## config.mk

```make
export PLATFORM = sky130hd
export DESIGN_NAME = windowed_timeout_guard
export DESIGN_NICKNAME = d
export VERILOG_FILES = /design/src/rtl/windowed_timeout_guard_pkg.sv /design/src/rtl/windowed_timeout_guard.sv
export VERILOG_INCLUDE_DIRS = /design/src /design/src/rtl
export SDC_FILE = /design/constraint.sdc
export NUM_CORES = 1
export LEC_CHECK = 0
export ABC_AREA = 1
export ABC_CLOCK_PERIOD_IN_PS = 2900
export BUFFER_PORTS_ARGS = -buffer_cell sky130_fd_sc_hd__buf_2
export CORE_ASPECT_RATIO = 0.8
export CORE_MARGIN = 1.5
export CORE_UTILIZATION = 36
export DETAILED_ROUTE_END_ITERATION = 12
export PLACE_DENSITY = 0.59
export RECOVER_POWER = 100
export SYNTH_ARGS = -nofsm -noshare
export SYNTH_HDL_FRONTEND = slang
export SYNTH_SLANG_ARGS = --single-unit
export TNS_END_PERCENT = 1
```

## constraint.sdc

```tcl
create_clock -name aclk -period 2.9 [get_ports aclk]
set_input_delay 0.725 -clock aclk [delete_from_list [all_inputs] [get_ports aclk]]
set_output_delay 0.725 -clock aclk [all_outputs]
set_load 0.02 [all_outputs]
```

## src/rtl/windowed_timeout_guard_params.svh

```systemverilog
// Offsets, field positions, keys and reset values of the windowed watchdog
`ifndef GUARD_PARAMS_SVH
`define GUARD_PARAMS_SVH
`define WD_OFS_CTRL   8'h00
`define WD_OFS_TMO    8'h04
`define WD_OFS_FEED   8'h08
`define WD_OFS_WIN    8'h0c
`define WD_OFS_WARN   8'h10
`define WD_OFS_CNT    8'h14
`define WD_OFS_STS    8'h18
`define WD_OFS_MASK   8'h1c
`define WD_CTL_EN     0
`define WD_CTL_FIM    1
`define WD_CTL_WEN    2
`define WD_CTL_WREN   3
`define WD_ST_TMO     0
`define WD_ST_WARN    1
`define WD_ST_FAULT   2
`define WD_ST_RSTF    3
`define WD_KEY_ARM    8'haa
`define WD_KEY_GO     8'h55
`define WD_TMO_MIN    24'h00_00ff
`define WD_TMO_RST    24'hff_ffff
`define WD_WIN_RST    24'hff_ffff
`define WD_WARN_RST   24'h00_0000
`define WD_PRE_LAST   2'h3
`define WD_ST_W       4
`define WD_RESP_OKAY  2'h0
`define WD_RESP_SLV   2'h2
`define WD_ZERO32     32'h0000_0000
`endif

```

## src/rtl/windowed_timeout_guard_pkg.sv

```systemverilog
// Types of the windowed watchdog
package guard_pkg;
    typedef enum logic [0:0] {
        FEED_IDLE  = 1'b0,
        FEED_ARMED = 1'b1
    } feed_t;
    typedef struct packed {
        logic        awv;
        logic [7:0]  awa;
        logic        wv;
        logic [31:0] wd;
        logic        bv;
        logic [1:0]  br;
        logic        rv;
        logic [31:0] rd;
        logic [1:0]  rr;
        logic        s1;
        logic        s2;
        logic        s3;
        logic [1:0]  pre;
        logic [23:0] cnt;
        logic [23:0] tmo;
        logic [23:0] win;
        logic [23:0] wrn;
        logic        en;
        logic        fim;
        logic        wen;
        logic        wren;
        feed_t       fst;
        logic [3:0]  sts;
        logic [3:0]  msk;
        logic        crst;
    } state_t;
endpackage : guard_pkg

```

## src/rtl/windowed_timeout_guard.sv

```systemverilog
// Windowed watchdog with AXI4-Lite registers
`timescale 1ns/1ns
`default_nettype none
`include "windowed_timeout_guard_params.svh"
module windowed_timeout_guard (
    input  wire logic        aclk,          // Bus clock, 20 MHz
    input  wire logic        aresetn,       // Synchronous reset
    input  wire logic        low_power_osc, // Tick source, asynchronous
    input  wire logic [7:0]  s_axi_awaddr,  // Write address
    input  wire logic        s_axi_awvalid, // Write address valid
    output logic             s_axi_awready, // Write address ready
    input  wire logic [31:0] s_axi_wdata,   // Write data
    input  wire logic [3:0]  s_axi_wstrb,   // Byte strobes
    input  wire logic        s_axi_wvalid,  // Write data valid
    output logic             s_axi_wready,  // Write data ready
    output logic [1:0]       s_axi_bresp,   // Write response
    output logic             s_axi_bvalid,  // Write response valid
    input  wire logic        s_axi_bready,  // Write response ready
    input  wire logic [7:0]  s_axi_araddr,  // Read address
    input  wire logic        s_axi_arvalid, // Read address valid
    output logic             s_axi_arready, // Read address ready
    output logic [31:0]      s_axi_rdata,   // Read data
    output logic [1:0]       s_axi_rresp,   // Read response
    output logic             s_axi_rvalid,  // Read data valid
    input  wire logic        s_axi_rready,  // Read data ready
    output logic             chip_reset,    // One-cycle chip reset request
    output logic             irq            // Level interrupt
);
    guard_pkg::state_t q, d;

    function automatic logic hit(input logic [7:0] a);
        hit = (a[1:0] == 2'h0) && (a <= `WD_OFS_MASK);
    endfunction : hit

    function automatic logic [31:0] ext24(input logic [23:0] v);
        ext24 = {8'h00, v};
    endfunction : ext24

    logic        wr_go;
    logic        tick;
    logic        pstb;
    logic        feed_wr;
    logic        key_arm;
    logic        key_go;
    logic        feed_try;
    logic        win_bad;
    logic        feed_ok;
    logic        fault_ev;
    logic        tmo_ev;
    logic        warn_ev;
    logic        wd_ev;
    logic [3:0]  st_set;
    logic [3:0]  st_clr;
    logic [31:0] rdat;

    always_comb begin
        wr_go    = q.awv && q.wv && !q.bv;
        tick     = q.s2 && !q.s3;
        pstb     = q.en && tick && (q.pre == `WD_PRE_LAST);
        feed_wr  = wr_go && (q.awa == `WD_OFS_FEED);
        key_arm  = feed_wr && (q.wd[7:0] == `WD_KEY_ARM);
        key_go   = feed_wr && (q.wd[7:0] == `WD_KEY_GO);
        feed_try = (q.fst == guard_pkg::FEED_ARMED) && key_go;
        win_bad  = q.wen && (q.cnt > q.win);
        feed_ok  = feed_try && !(q.en && win_bad);
        fault_ev = 1'b0;
        if (q.en && wr_go) begin
            unique case (q.fst)
                guard_pkg::FEED_IDLE:
                    fault_ev = feed_wr && !key_arm;
                guard_pkg::FEED_ARMED:
                    fault_ev = !key_go || win_bad;
            endcase
        end
        tmo_ev  = pstb && (q.cnt == 24'h00_0000);
        warn_ev = q.wren && pstb && (q.cnt == q.wrn);
        wd_ev   = fault_ev || tmo_ev;
        st_set  = '0;
        st_set[`WD_ST_TMO]   = tmo_ev;
        st_set[`WD_ST_WARN]  = warn_ev;
        st_set[`WD_ST_FAULT] = fault_ev;
        st_set[`WD_ST_RSTF]  = wd_ev && !q.fim;
        st_clr = '0;
        if (wr_go && (q.awa == `WD_OFS_STS)) begin
            st_clr = q.wd[`WD_ST_W-1:0];
        end
        rdat = `WD_ZERO32;
        unique case (s_axi_araddr)
            `WD_OFS_CTRL: begin
                rdat[`WD_CTL_EN]   = q.en;
                rdat[`WD_CTL_FIM]  = q.fim;
                rdat[`WD_CTL_WEN]  = q.wen;
                rdat[`WD_CTL_WREN] = q.wren;
            end
            `WD_OFS_TMO:  rdat = ext24(q.tmo);
            `WD_OFS_WIN:  rdat = ext24(q.win);
            `WD_OFS_WARN: rdat = ext24(q.wrn);
            `WD_OFS_CNT:  rdat = ext24(q.cnt);
            `WD_OFS_STS:  rdat = {28'h000_0000, q.sts};
            `WD_OFS_MASK: rdat = {28'h000_0000, q.msk};
            default:      rdat = `WD_ZERO32;
        endcase
    end

    always_comb begin
        d = q;
        d.s1   = low_power_osc;
        d.s2   = q.s1;
        d.s3   = q.s2;
        d.crst = wd_ev && !q.fim;
        if (q.en && tick) begin
            d.pre = q.pre + 2'h1;
        end
        // Bus write channels
        if (s_axi_awvalid && !q.awv) begin
            d.awv = 1'b1;
            d.awa = s_axi_awaddr;
        end
        if (s_axi_wvalid && !q.wv) begin
            d.wv = 1'b1;
            d.wd = s_axi_wdata;
        end
        if (q.bv && s_axi_bready) begin
            d.bv = 1'b0;
        end
        if (wr_go) begin
            d.awv = 1'b0;
            d.wv  = 1'b0;
            d.bv  = 1'b1;
            d.br  = hit(q.awa) ? `WD_RESP_OKAY : `WD_RESP_SLV;
            unique case (q.awa)
                `WD_OFS_CTRL: begin
                    d.en = q.en | q.wd[`WD_CTL_EN];
                    if (!q.en) begin
                        d.fim  = q.wd[`WD_CTL_FIM];
                        d.wen  = q.wd[`WD_CTL_WEN];
                        d.wren = q.wd[`WD_CTL_WREN];
                    end
                end
                `WD_OFS_TMO: begin
                    if (q.wd[23:0] < `WD_TMO_MIN) begin
                        d.tmo = `WD_TMO_MIN;
                    end else begin
                        d.tmo = q.wd[23:0];
                    end
                end
                `WD_OFS_WIN:  d.win = q.wd[23:0];
                `WD_OFS_WARN: d.wrn = q.wd[23:0];
                `WD_OFS_MASK: d.msk = q.wd[`WD_ST_W-1:0];
                default:      d.en  = q.en;
            endcase
            if (key_arm && (q.fst == guard_pkg::FEED_IDLE)) begin
                d.fst = guard_pkg::FEED_ARMED;
            end else begin
                d.fst = guard_pkg::FEED_IDLE;
            end
        end
        // Bus read channel
        if (q.rv && s_axi_rready) begin
            d.rv = 1'b0;
        end
        if (s_axi_arvalid && !q.rv) begin
            d.rv = 1'b1;
            d.rd = rdat;
            d.rr = hit(s_axi_araddr) ? `WD_RESP_OKAY : `WD_RESP_SLV;
        end
        // Counter
        if (!q.en || feed_ok) begin
            d.cnt = q.tmo;
            if (feed_ok) begin
                d.pre = 2'h0;
            end
        end else if (pstb) begin
            d.cnt = q.cnt - 24'h00_0001;
        end
        if (wd_ev) begin
            d.en  = 1'b0;
            d.cnt = q.tmo;
            d.pre = 2'h0;
            d.fst = guard_pkg::FEED_IDLE;
        end
        d.sts = (q.sts & ~st_clr) | st_set;
    end

    always_ff @(posedge aclk) begin
        if (!aresetn) begin
            q      <= '0;
            q.tmo  <= `WD_TMO_RST;
            q.win  <= `WD_WIN_RST;
            q.wrn  <= `WD_WARN_RST;
            q.cnt  <= `WD_TMO_RST;
            q.fst  <= guard_pkg::FEED_IDLE;
        end else begin
            q <= d;
        end
    end

    assign s_axi_awready = !q.awv;
    assign s_axi_wready  = !q.wv;
    assign s_axi_bvalid  = q.bv;
    assign s_axi_bresp   = q.br;
    assign s_axi_arready = !q.rv;
    assign s_axi_rvalid  = q.rv;
    assign s_axi_rdata   = q.rd;
    assign s_axi_rresp   = q.rr;
    assign chip_reset    = q.crst;
    assign irq           = |(q.sts & q.msk);
endmodule : windowed_timeout_guard
`default_nettype wire

```

# Word-level counts from Yosys, hierarchy flattened
# Index checks and enable logic that the tools add are counted.
[classes]
muxes = 19
n_reduce_logical = 57
add_sub_neg = 2
magnitude_cmp = 4
eq_ne = 16
bitwise_logic = 8
[ops]
columns = ["cell", "count"]
rows = [
  ["$mux W24", 4],
  ["$pmux W20 S4", 1],
  ["$eq A8 B5 Y1 const B", 7],
  ["$mux W35", 1],
  ["$pmux W4 S7", 1],
  ["$logic_and A1 B1 Y1", 27],
  ["$eq A24 B24 Y1", 1],
  ["$eq A8 B4 Y1 const B", 3],
  ["$gt A24 B24 Y1", 1],
  ["$logic_not A24 Y1", 1],
  ["$lt A24 B8 Y1 const B", 1],
  ["$sub A24 B1 Y24 const B", 1],
  ["$eq A8 B3 Y1 const B", 2],
  ["$le A8 B5 Y1 const B", 2],
  ["$logic_not A8 Y1", 2],
  ["$logic_not A1 Y1", 10],
  ["$mux W2", 5],
  ["$reduce_and A2 Y1", 5],
  ["$and A4 B4 Y4", 2],
  ["$eq A8 B7 Y1 const B", 1],
  ["$eq A8 B8 Y1 const B", 1],
  ["$logic_not A2 Y1", 2],
  ["$mux W1", 4],
  ["$mux W4", 1],
  ["14 further kinds", 20],
]
[totals]
input_bits = 60
out_inout_bits = 43
wordCells = 131
reg_bits = 187

# Depth between registers and ports, before layout
# Gate-level depths: netlist (run 1).
[depth]
word_depth = 11
depth_mapped = 19
ltp_nobuf = 18

# Worst setup path before layout (run 1)
# OpenSTA, ideal clock, no wires.
[synth_timing]
path_kind = "reg2reg"
from = "register q[101] in the netlist's numbering"
to = "register q[86] in the netlist's numbering"
synth_period_minus_slack_ps = 1992
n_path_buf = 2
t_required_ps = 2784
setup_time_ps = 116
stages_incl_launch_ff = 15
arrival_ps = 1875
path_slack_ps = 908
path_cell_list = "dfxtp_1 -> ha_1 -> nand2_1 -> nor2_1 -> nand4_1 -> nor2_1 -> nand2_1 -> nand3_1 -> nand2_1 -> nand2_2 -> nand4_2 -> buf_6 -> buf_12 -> a21oi_2 -> o21ai_2"
[synth_between]
elab_chain_len = 8
elab_cells_between_ends = 15
cone_classes = "order compare: 1; mux: 4; reduce/logical: 10"
[synth_lines]
columns = ["item", "line_no", "source"]
rows = [
  ["start: declaration", "windowed_timeout_guard.sv:29", "guard_pkg::state_t q, d;"],
  ["parallel branches: the longest is 8 deep, another holds $gt A24 B24 Y1", "n/a", ""],
]
# Several ways; the timed one is not identified.
# A chain may end at the register's enable or synchronous reset.

# Worst setup path in the final report (run 1)
[layout_timing]
from = "register q[87] in the netlist's numbering"
to = "register q[93] in the netlist's numbering"
# The elaborated chain is that of the path after synthesis.

==> results of run 1 <==
## layer usage
layer  global-route usage, %  vias up  wire, um
met1                   36.77     4016     16000
met4                   5.205        0       392
met2                   29.02      392     11090
li1                        -     4441         -
met3                   5.962       41      2949
met5                       0        -         0
## critical path: stages, from the launching register on
cell	delay, ns
dfxtp_1	0.40
inv_1	0.18
ha_1	0.21
nand2_2	0.09
nor2_4	0.16
nand3_2	0.11
nor4_2	0.52
nand2_1	0.21
nand4_2	0.30
clkinvlp_4	0.34
nand2_1	0.15
nand2_1	0.07
nand2_1	0.05
## state kept, by name, indices dropped and copies added (netlist names)
signal        cells
s_axi_rdata      24
d                 2
s_axi_bresp       1
s_axi_rvalid      1
s_axi_rresp       1
s_axi_bvalid      1
chip_reset        1
q               146
## worst max-delay path by stage
stage	start	end
floorplan	q[101]	q[86]
global placement	q[87]	q[103]
detailed placement	q[87]	q[103]
CTS	q[87]	q[93]
global route	q[87]	q[95]
finish	q[87]	q[93]
## cell usage in the layout (no fill, tap or decap), types with 6 or more instances in the layout
cell / Yosys / final
a21oi_1: 138 / 138
buf_2: 7 / 47
buf_4: 39 / 30
clkbuf_1: 40 / 38
clkbuf_16: 0 / 17
conb_1: 1 / 10
dfxtp_1: 177 / 177
ha_1: 26 / 26
inv_1: 158 / 158
inv_2: 11 / 10
nand2_1: 250 / 252
nand2_2: 23 / 21
nand3_1: 31 / 32
nand4_1: 20 / 20
nor2_1: 97 / 98
nor2_4: 6 / 6
nor3_1: 14 / 14
nor4_1: 11 / 11
o211ai_1: 25 / 25
o21ai_0: 129 / 129
o22ai_1: 36 / 36
xor2_1: 23 / 23
## what timing repair did
action	CTS	global route
setup endpoints to repair	0	10
hold buffers	0	0
gates resized for setup	0	1
buffers inserted	0	0
## layout make-up
| type | count | area [um2] | share of cell area [%] |
|---|---|---|---|
| Multi-Input combinational cell | 889 | 4691 | 44.22 |
| Tap cell | 351 | 439.2 | 4.140 |
| Clock buffer | 17 | 425.4 | 4.010 |
| Sequential cell | 177 | 3543 | 33.40 |
| Timing Repair Buffer | 122 | 683.2 | 6.440 |
| Clock inverter | 15 | 177.7 | 1.675 |
| Inverter | 171 | 648.1 | 6.110 |
## cells by family after synthesis
| group | Yosys count | share of synthesized area, % |
|---|---|---|
| simple gates | 481 | 23.56 |
| compound gates | 348 | 20.28 |
| buf+inv | 265 | 12.83 |
| flops | 177 | 37.61 |
| fa+ha+maj | 26 | 3.453 |
| xor+xnor | 24 | 2.231 |
| other cells | 1 | 0.03980 |
## report_power, final
group	switching, mW	leakage [nW]	internal, mW
sequential	0.0413	1.44	2.48
clock	1.12	0.280	1.23
combinational	0.256	3.19	0.106
total	1.42	4.90	3.82
==> results.md, run 1 <==
* Status: finished, violations left
* Failing checks: max-capacitance violations, max-slew violations
* CTS tree: built
* DP Cell Count at 1710
* Clock Sinks at 177
* CP startpoint kind: flip-flop
* Via count at 8890
* Final core utilization at 41.59%
* Clock H-tree levels at 4
* Synth Warn # at 0
* Vias per cell at 5.103
* Count of flip-flops with a built-in enable after synthesis at 0
* #FFs+latches synth at 177
* Worst-path clk slew at 0.07 ns
* CTS Root Cell: clkbuf_16
* Maximum vdd drop at 0.0004084 V
* GRT Total Usage at 22.81%
* Place WS at 0.2638 ns
* Die span in x at 183.9 um
* Final hold viol count at 0
* Number of CTS-inserted buffers at 17
* Final Max Tran Viols at 49
* Max clock buf depth at 2
* CP Data Arrival Time at 3.23 ns
* Num rows at 52
* Worst reg2reg path depth at 12
* Area leader, netlist: dfxtp_1
* Tmin final at 2.840 ns
* First-pass GRT wire length at 46480 um
* Chip Height at 147.7 um
* Setup Skew at 0.01030 ns
* Worst hold path startpoint: d[113]
* Die area at 27160 um2
* Grt total ovfl at 0
* 1st-pass router iterations at 5
* Total power at 5.236 mW
* Async SR Flop Fraction at 0%
* Crit. End Element: flip-flop
* Fillers at 2792
* # port buffers at 80
* FMAX at 352.2 MHz
* Worst reg2reg endpoint: q[93]
* DRC at 0
* Worst r2r src: q[87]
* Slew margin rel. at -15.41%
* Area Growth Syn to Fin at 12.59%
* Initial DRC Count at 891
* Most instantiated cells after synthesis: 250 x nand2_1, 177 x dfxtp_1, 158 x inv_1
* ANT cells at 0
* Gate Count Post-Synth at 1322
* Measured slew at the worst slew-check pin at 1.731 ns
* Post-DP HPWL at 23220 um
* Worst Hold Path Cells at 2
* Crit Path Category: flip-flop to flip-flop
* Register area share after synthesis at 37.61%
* Final worst setup slack at 0.06030 ns
* Initial antenna violation count at 0
* Hold Crit Class: flip-flop to flip-flop
* Ys flop type: dfxtp_1
* Io pins at 103
* Skew-Pair Late Insertion Delay at 0.45 ns
* Vias in the first global route at 7964
* Starting density of the core at 36.94%
* Netlist cell types at 47
* Core outline area at 25500 um2
* Post-DR wirelength/cell at 17.47 um
* Largest net degree at the start of global routing at 105
* Cell Count, Final, Fillers Out at 1742
* Synth Area per Inst at 7.127 um2
* Crit Path Max Fanout at 12
* Synth area leaders: dfxtp_1 38%, nand2_1 10%, a21oi_1 7.3%, o21ai_0 6.9%, inv_1 6.3%
* Final instance area at 10610 um2
* Post-Syn Area at 9422 um2
* RePlAce Congestion at 0.9983
* Top-count cell post-synth: nand2_1
* Synth top area share at 37.61%
* Hold Path Sink: d[112]
* Static leakage power at 4.904 nW
* PwrDens at 493.6 nW/um2
* Setup TNS at 0 ns
* Final antenna-violating net count at 0
* Tcrit/Tclk final at 97.92%
* Hold Slack at 0.4141 ns
* Share of layout cells above drive strength 1 at 13.30%
* WP data required at 3.29 ns
* Nets at 1464
* Area after DPL at 10100 um2
* Reg2reg setup slack at 0.06 ns
* Final setup viols at 0
* Max-cap violations at 1
* Routed WL at 30430 um
Power figures use the tool's default switching activity.
==> run 2: changes to the inputs <==
- RECOVER_POWER: 100 -> 50
==> run 2 against run 1 <==
The run still ends with max-capacitance violations, max-slew violations left; final cell count did not move; global-route usage unchanged; routed wire length barely moved; via count decreased by 0.31%; setup slack improved by 0.0074 ns; sequential share of layout area down 0.14 points; fmax grew 0.26%; combinational power barely moved; die area unchanged; cell area increased by 0.42%; sequential cell count stayed put; critical path type unchanged; critical endpoint unchanged.
==> results.md, run 2 (same netlist as run 1, synthesis figures left out) <==
* Final hold viol count at 0
* Clock Sinks at 177
* Vias per cell at 5.087
* Final antenna-violating net count at 0
* Hold Crit Class: flip-flop to flip-flop
* Most common cell after layout, fill and taps aside: nand2_1
* Static leakage power at 4.943 nW
* Switching power at 1.413 mW
* CP startpoint kind: flip-flop
* PwrDens at 491.0 nW/um2
* Total power at 5.230 mW
* Largest net degree at the start of global routing at 105
* Pint at 3.817 mW
* Met3 GRT Util at 5.962%
* Core outline area at 25500 um2
* Clk pwr share at 44.8%
* Die span in x at 183.9 um
* Skew-Pair Late Insertion Delay at 0.45 ns
* Measured slew at the worst slew-check pin at 1.725 ns
* Crit Path Max Fanout at 12
* Area Growth Syn to Fin at 13.07%
* Via count at 8862
* Die area at 27160 um2
* GRT met1 Usage at 36.77%
* Reg power frac at 48.3%
* CTS Root Cell: clkbuf_16
* Failing checks: max-capacitance violations, max-slew violations
* Num rows at 52
* Setup Skew at 0.009731 ns
* CP Data Arrival Time at 3.23 ns
* First-pass GRT wire length at 46480 um
* Crit Path Category: flip-flop to flip-flop
* Maximum vdd drop at 0.0004105 V
* Worst Hold Path Cells at 2
* FMAX at 353.1 MHz
* Most frequent cells in the layout: 251 x nand2_1, 177 x dfxtp_1, 158 x inv_1
* Crit. End Element: flip-flop
* Routed WL at 30400 um
* GRT Total Usage at 22.81%
* Final setup viols at 0
* Number of CTS-inserted buffers at 17
* Max-cap violations at 1
* Clock H-tree levels at 4
* Starting density of the core at 36.94%
* CTS tree: built
* Worst-path clk slew at 0.07 ns
* Final Max Tran Viols at 49
* # port buffers at 80
* Top reg by flops: q
* Vias in the first global route at 7964
* Worst reg2reg path depth at 12
* DRC at 0
* Slew margin rel. at -15.00%
* Max clock buf depth at 2
* Post-DR wirelength/cell at 17.45 um
* Io pins at 103
* Initial DRC Count at 958
* Share of layout cells above drive strength 1 at 14.02%
* Post-DP HPWL at 23220 um
* Comb pwr share at 7.0%
* Grt total ovfl at 0
* Chip Height at 147.7 um
* Tcrit/Tclk final at 97.67%
* Sw Ratio at 27.02%
* Tmin final at 2.832 ns
* GR peak layer: met1
* WP data required at 3.30 ns
* Fillers at 2785
* RePlAce Congestion at 0.9983
* Status: finished, violations left
* Final core utilization at 41.77%
* ANT cells at 0
* GR Util met2 at 29.02%
* Initial antenna violation count at 0
* Nets at 1464
* Max reg flops at 146
* 1st-pass router iterations at 6
-- run 2: cell count changes in the layout (fill, tap and decap cells not counted), sizes merged --
cell    before  now
clkbuf      59   49
buf         80   90
-- run 2: area by class of cell --
type                            count  area, um2  area share [%]
Clock buffer                       17      425.4           3.993
Clock inverter                     15      177.7           1.668
Inverter                          171      648.1           6.084
Multi-Input combinational cell    889       4698           44.10
Sequential cell                   177       3543           33.26
Tap cell                          351      439.2           4.123
Timing Repair Buffer              122      720.7           6.765
-- run 2: path summary, 6_finish.rpt --
path              startpoint     end  slack [ns]
setup / recovery       q[87]   q[93]        0.07
setup reg to reg       q[87]   q[93]        0.07
hold reg to reg       d[113]  d[112]        0.41
hold / removal        d[113]  d[112]        0.41
-- run 2: critical path, stage by stage, from the launching register on --
cell and delay, ns:
dfxtp_1 0.41, inv_1 0.18, ha_1 0.21, nand2_2 0.09
nor2_4 0.16, nand3_2 0.11, nor4_2 0.50, nand2_1 0.22
nand4_2 0.30, clkinvlp_4 0.34, nand2_1 0.14, nand2_1 0.06
nand2_1 0.05
-- run 2: power groups by stage --
stage | Sequential (mW) | Clock, mW | Combinational (mW)
floorplan | 2.57 | 0 | 0.251
global placement | 2.58 | 0 | 0.361
detailed placement | 2.58 | 0 | 0.365
CTS | 2.52 | 2.38 | 0.366
global route | 2.53 | 2.49 | 0.407
finish | 2.52 | 2.34 | 0.364
-- run 2: through the flow --
stage                     hold WS (ns)  area [um2]  instances  setup WS (ns)  setup TNS [ns]
after global placement          0.4038       10100       1710         0.2994               0
final                           0.4141       10650       1742        0.06771               0
after CTS                       0.4158       10700       1742         0.2208               0
after detailed placement        0.3982       10100       1710         0.2638               0
after floorplan                 0.3905        9455       1331         0.9082               0
after global routing            0.4497       10650       1742       -0.01978        -0.06814
-- run 2: repair_timing --
action | CTS | global route
buffers inserted | 0 | 0
resized for setup | 0 | 1
hold buffers | 0 | 0
setup endpoints to repair | 0 | 10
-- run 2: layer usage --
metal  vias to the layer above  share of wire, %
met3                        36                11
met4                         0               1.2
li1                       4435                 -
met2                       400                37
met1                      3991                51
met5                         -                 0
==> run 3: changes to the inputs <==
- ABC_CLOCK_PERIOD_IN_PS: 2900 -> 3500
- PLACE_DENSITY: 0.59 -> 0.65
- clock period: 2.9 -> 3.5 ns (I/O delays scaled with it)
==> run 3 against run 2 <==
The run now ends clean; non-clock buffer count down 10; fmax shrank 6.1%; sequential power shrank 17%; critical path type unchanged; highest routed layer unchanged; largest power group unchanged.
==> results.md, run 3 (same netlist as run 1, synthesis figures left out) <==
* Status: finished, final reports clean
* # resized after CTS at 0
* 1st-pass router iterations at 5
* Worst reg2reg endpoint: q[103]
* Die area at 27160 um2
* # port buffers at 80
* Grt total ovfl at 0
* Crit. End Element: flip-flop
* Static leakage power at 4.903 nW
* CTS tree: built
* Chip Height at 147.7 um
* CP startpoint kind: flip-flop
* Reg2reg setup slack at 0.48 ns
* Worst r2r src: q[59]
* Most common cell after layout, fill and taps aside: nand2_1
* Final antenna-violating net count at 0
* Io pins at 103
* Crit Path Category: flip-flop to flip-flop
* Post-DR wirelength/cell at 17.48 um
* WP data required at 3.85 ns
* Area Growth Syn to Fin at 11.93%
* Tcrit/Tclk final at 86.19%
* Top reg by flops: q
* Final setup viols at 0
* Largest net degree at the start of global routing at 49
* Share of layout cells above drive strength 1 at 13.40%
* DRC at 0
* Switching power at 1.236 mW
* Vias per cell at 5.139
* Setup TNS at 0 ns
* Worst hold path startpoint: d[113]
* Comb pwr share at 6.9%
* Maximum vdd drop at 0.0003129 V
* Worst reg2reg path depth at 15
* Clock Sinks at 177
* Cell Count, Final, Fillers Out at 1732
* Tmin final at 3.017 ns
* Pint at 3.117 mW
* Die span in x at 183.9 um
* CP Data Arrival Time at 3.36 ns
* Post-DP HPWL at 23250 um
* GRT Total Usage at 22.57%
* Num rows at 52
* First-pass GRT wire length at 46490 um
* DP Cell Count at 1700
* Core outline area at 25500 um2
* Measured slew at the worst slew-check pin at 1.268 ns
* Initial DRC Count at 1047
* Worst-path clk slew at 0.08 ns
* RSZ-0062 raised after global routing: no
* Via count at 8900
* Worst Hold Path Cells at 2
* Max clock buf depth at 2
* Routed WL at 30270 um
* Starting density of the core at 36.94%
* Most frequent cells in the layout: 250 x nand2_1, 177 x dfxtp_1, 159 x inv_1
* Hold Path Sink: d[112]
* Max reg flops at 146
* PwrDens at 412.8 nW/um2
* Clock H-tree levels at 4
* Skew-Pair Late Insertion Delay at 0.45 ns
* Crit Path Max Fanout at 15
* Number of CTS-inserted buffers at 17
* Final hold viol count at 0
* Vias in the first global route at 7882
* Setup Buffers After CTS at 0
* Hold Crit Class: flip-flop to flip-flop
* Max-cap violations at 0
* RePlAce Congestion at 0.9603
* Reg power frac at 48.1%
* Hold Slack at 0.4156 ns
* Hold_buf cts at 0
* Total power at 4.353 mW
* Slew margin rel. at 15.48%
* Setup Skew at 0.008748 ns
* ANT cells at 0
* Nets at 1454
* Clk pwr share at 45.0%
* CTS Root Cell: clkbuf_16
* Final Max Tran Viols at 0
* FMAX at 331.5 MHz
* Sw Ratio at 28.40%
* Initial antenna violation count at 0
* Final core utilization at 41.35%
-- run 3: area by class of cell --
class                   instances  area (um2)
clock buffers                  17       425.4
inverters                     171       644.4
clock inverters                15       182.7
flip-flops and latches        177        3543
well taps                     351       439.2
repair buffers                112       606.8
fillers                      2733       14960
multi-input cells             889        4703
-- run 3: worst max-delay path, cell delays in order, from the launching register on --
cell,delay (ns)
dfxtp_1,0.40
inv_1,0.06
ha_1,0.29
nand2_1,0.06
nor2_1,0.11
nand2_1,0.12
nor2_1,0.19
nand2_1,0.07
nand3_1,0.06
nand2_1,0.11
nand2_2,0.12
nand4_2,0.48
inv_1,0.60
nand2_1,0.11
nand2_1,0.08
nand2_1,0.04
-- run 3: how the worst max path moves through the flow --
stage | slack (ns) | start | end
global placement | 0.60 | q[59] | q[89]
floorplan | 1.37 | s_axi_araddr[1] | s_axi_rdata[1]
CTS | 0.51 | q[51] | q[103]
detailed placement | 0.55 | q[59] | q[103]
global route | 0.19 | q[51] | q[95]
finish | 0.48 | q[59] | q[103]
-- run 3: metrics by stage --
stage	setup slack (ns)	cell area, um2
floorplan	1.371	9455
global placement	0.5968	9983
detailed placement	0.5453	9983
CTS	0.5149	10590
global route	0.1861	10550
finish	0.4834	10550
-- run 3: power by group through the flow --
stage	Combinational, mW	Clock [mW]	Sequential, mW
after detailed placement	0.298	0	2.14
after CTS	0.299	1.98	2.09
after floorplan	0.208	0	2.13
after global placement	0.295	0	2.14
after global routing	0.332	2.08	2.10
final	0.300	1.96	2.09
-- run 3: routing by layer --
layer	part of all wire, %	track usage, %	wire, um	up-vias
met1	51	36.58	15380	4048
met4	1.1	5.000	347	0
met3	11	5.494	3397	25
met5	0	0	0	-
met2	37	28.88	11150	410
li1	-	-	-	4417
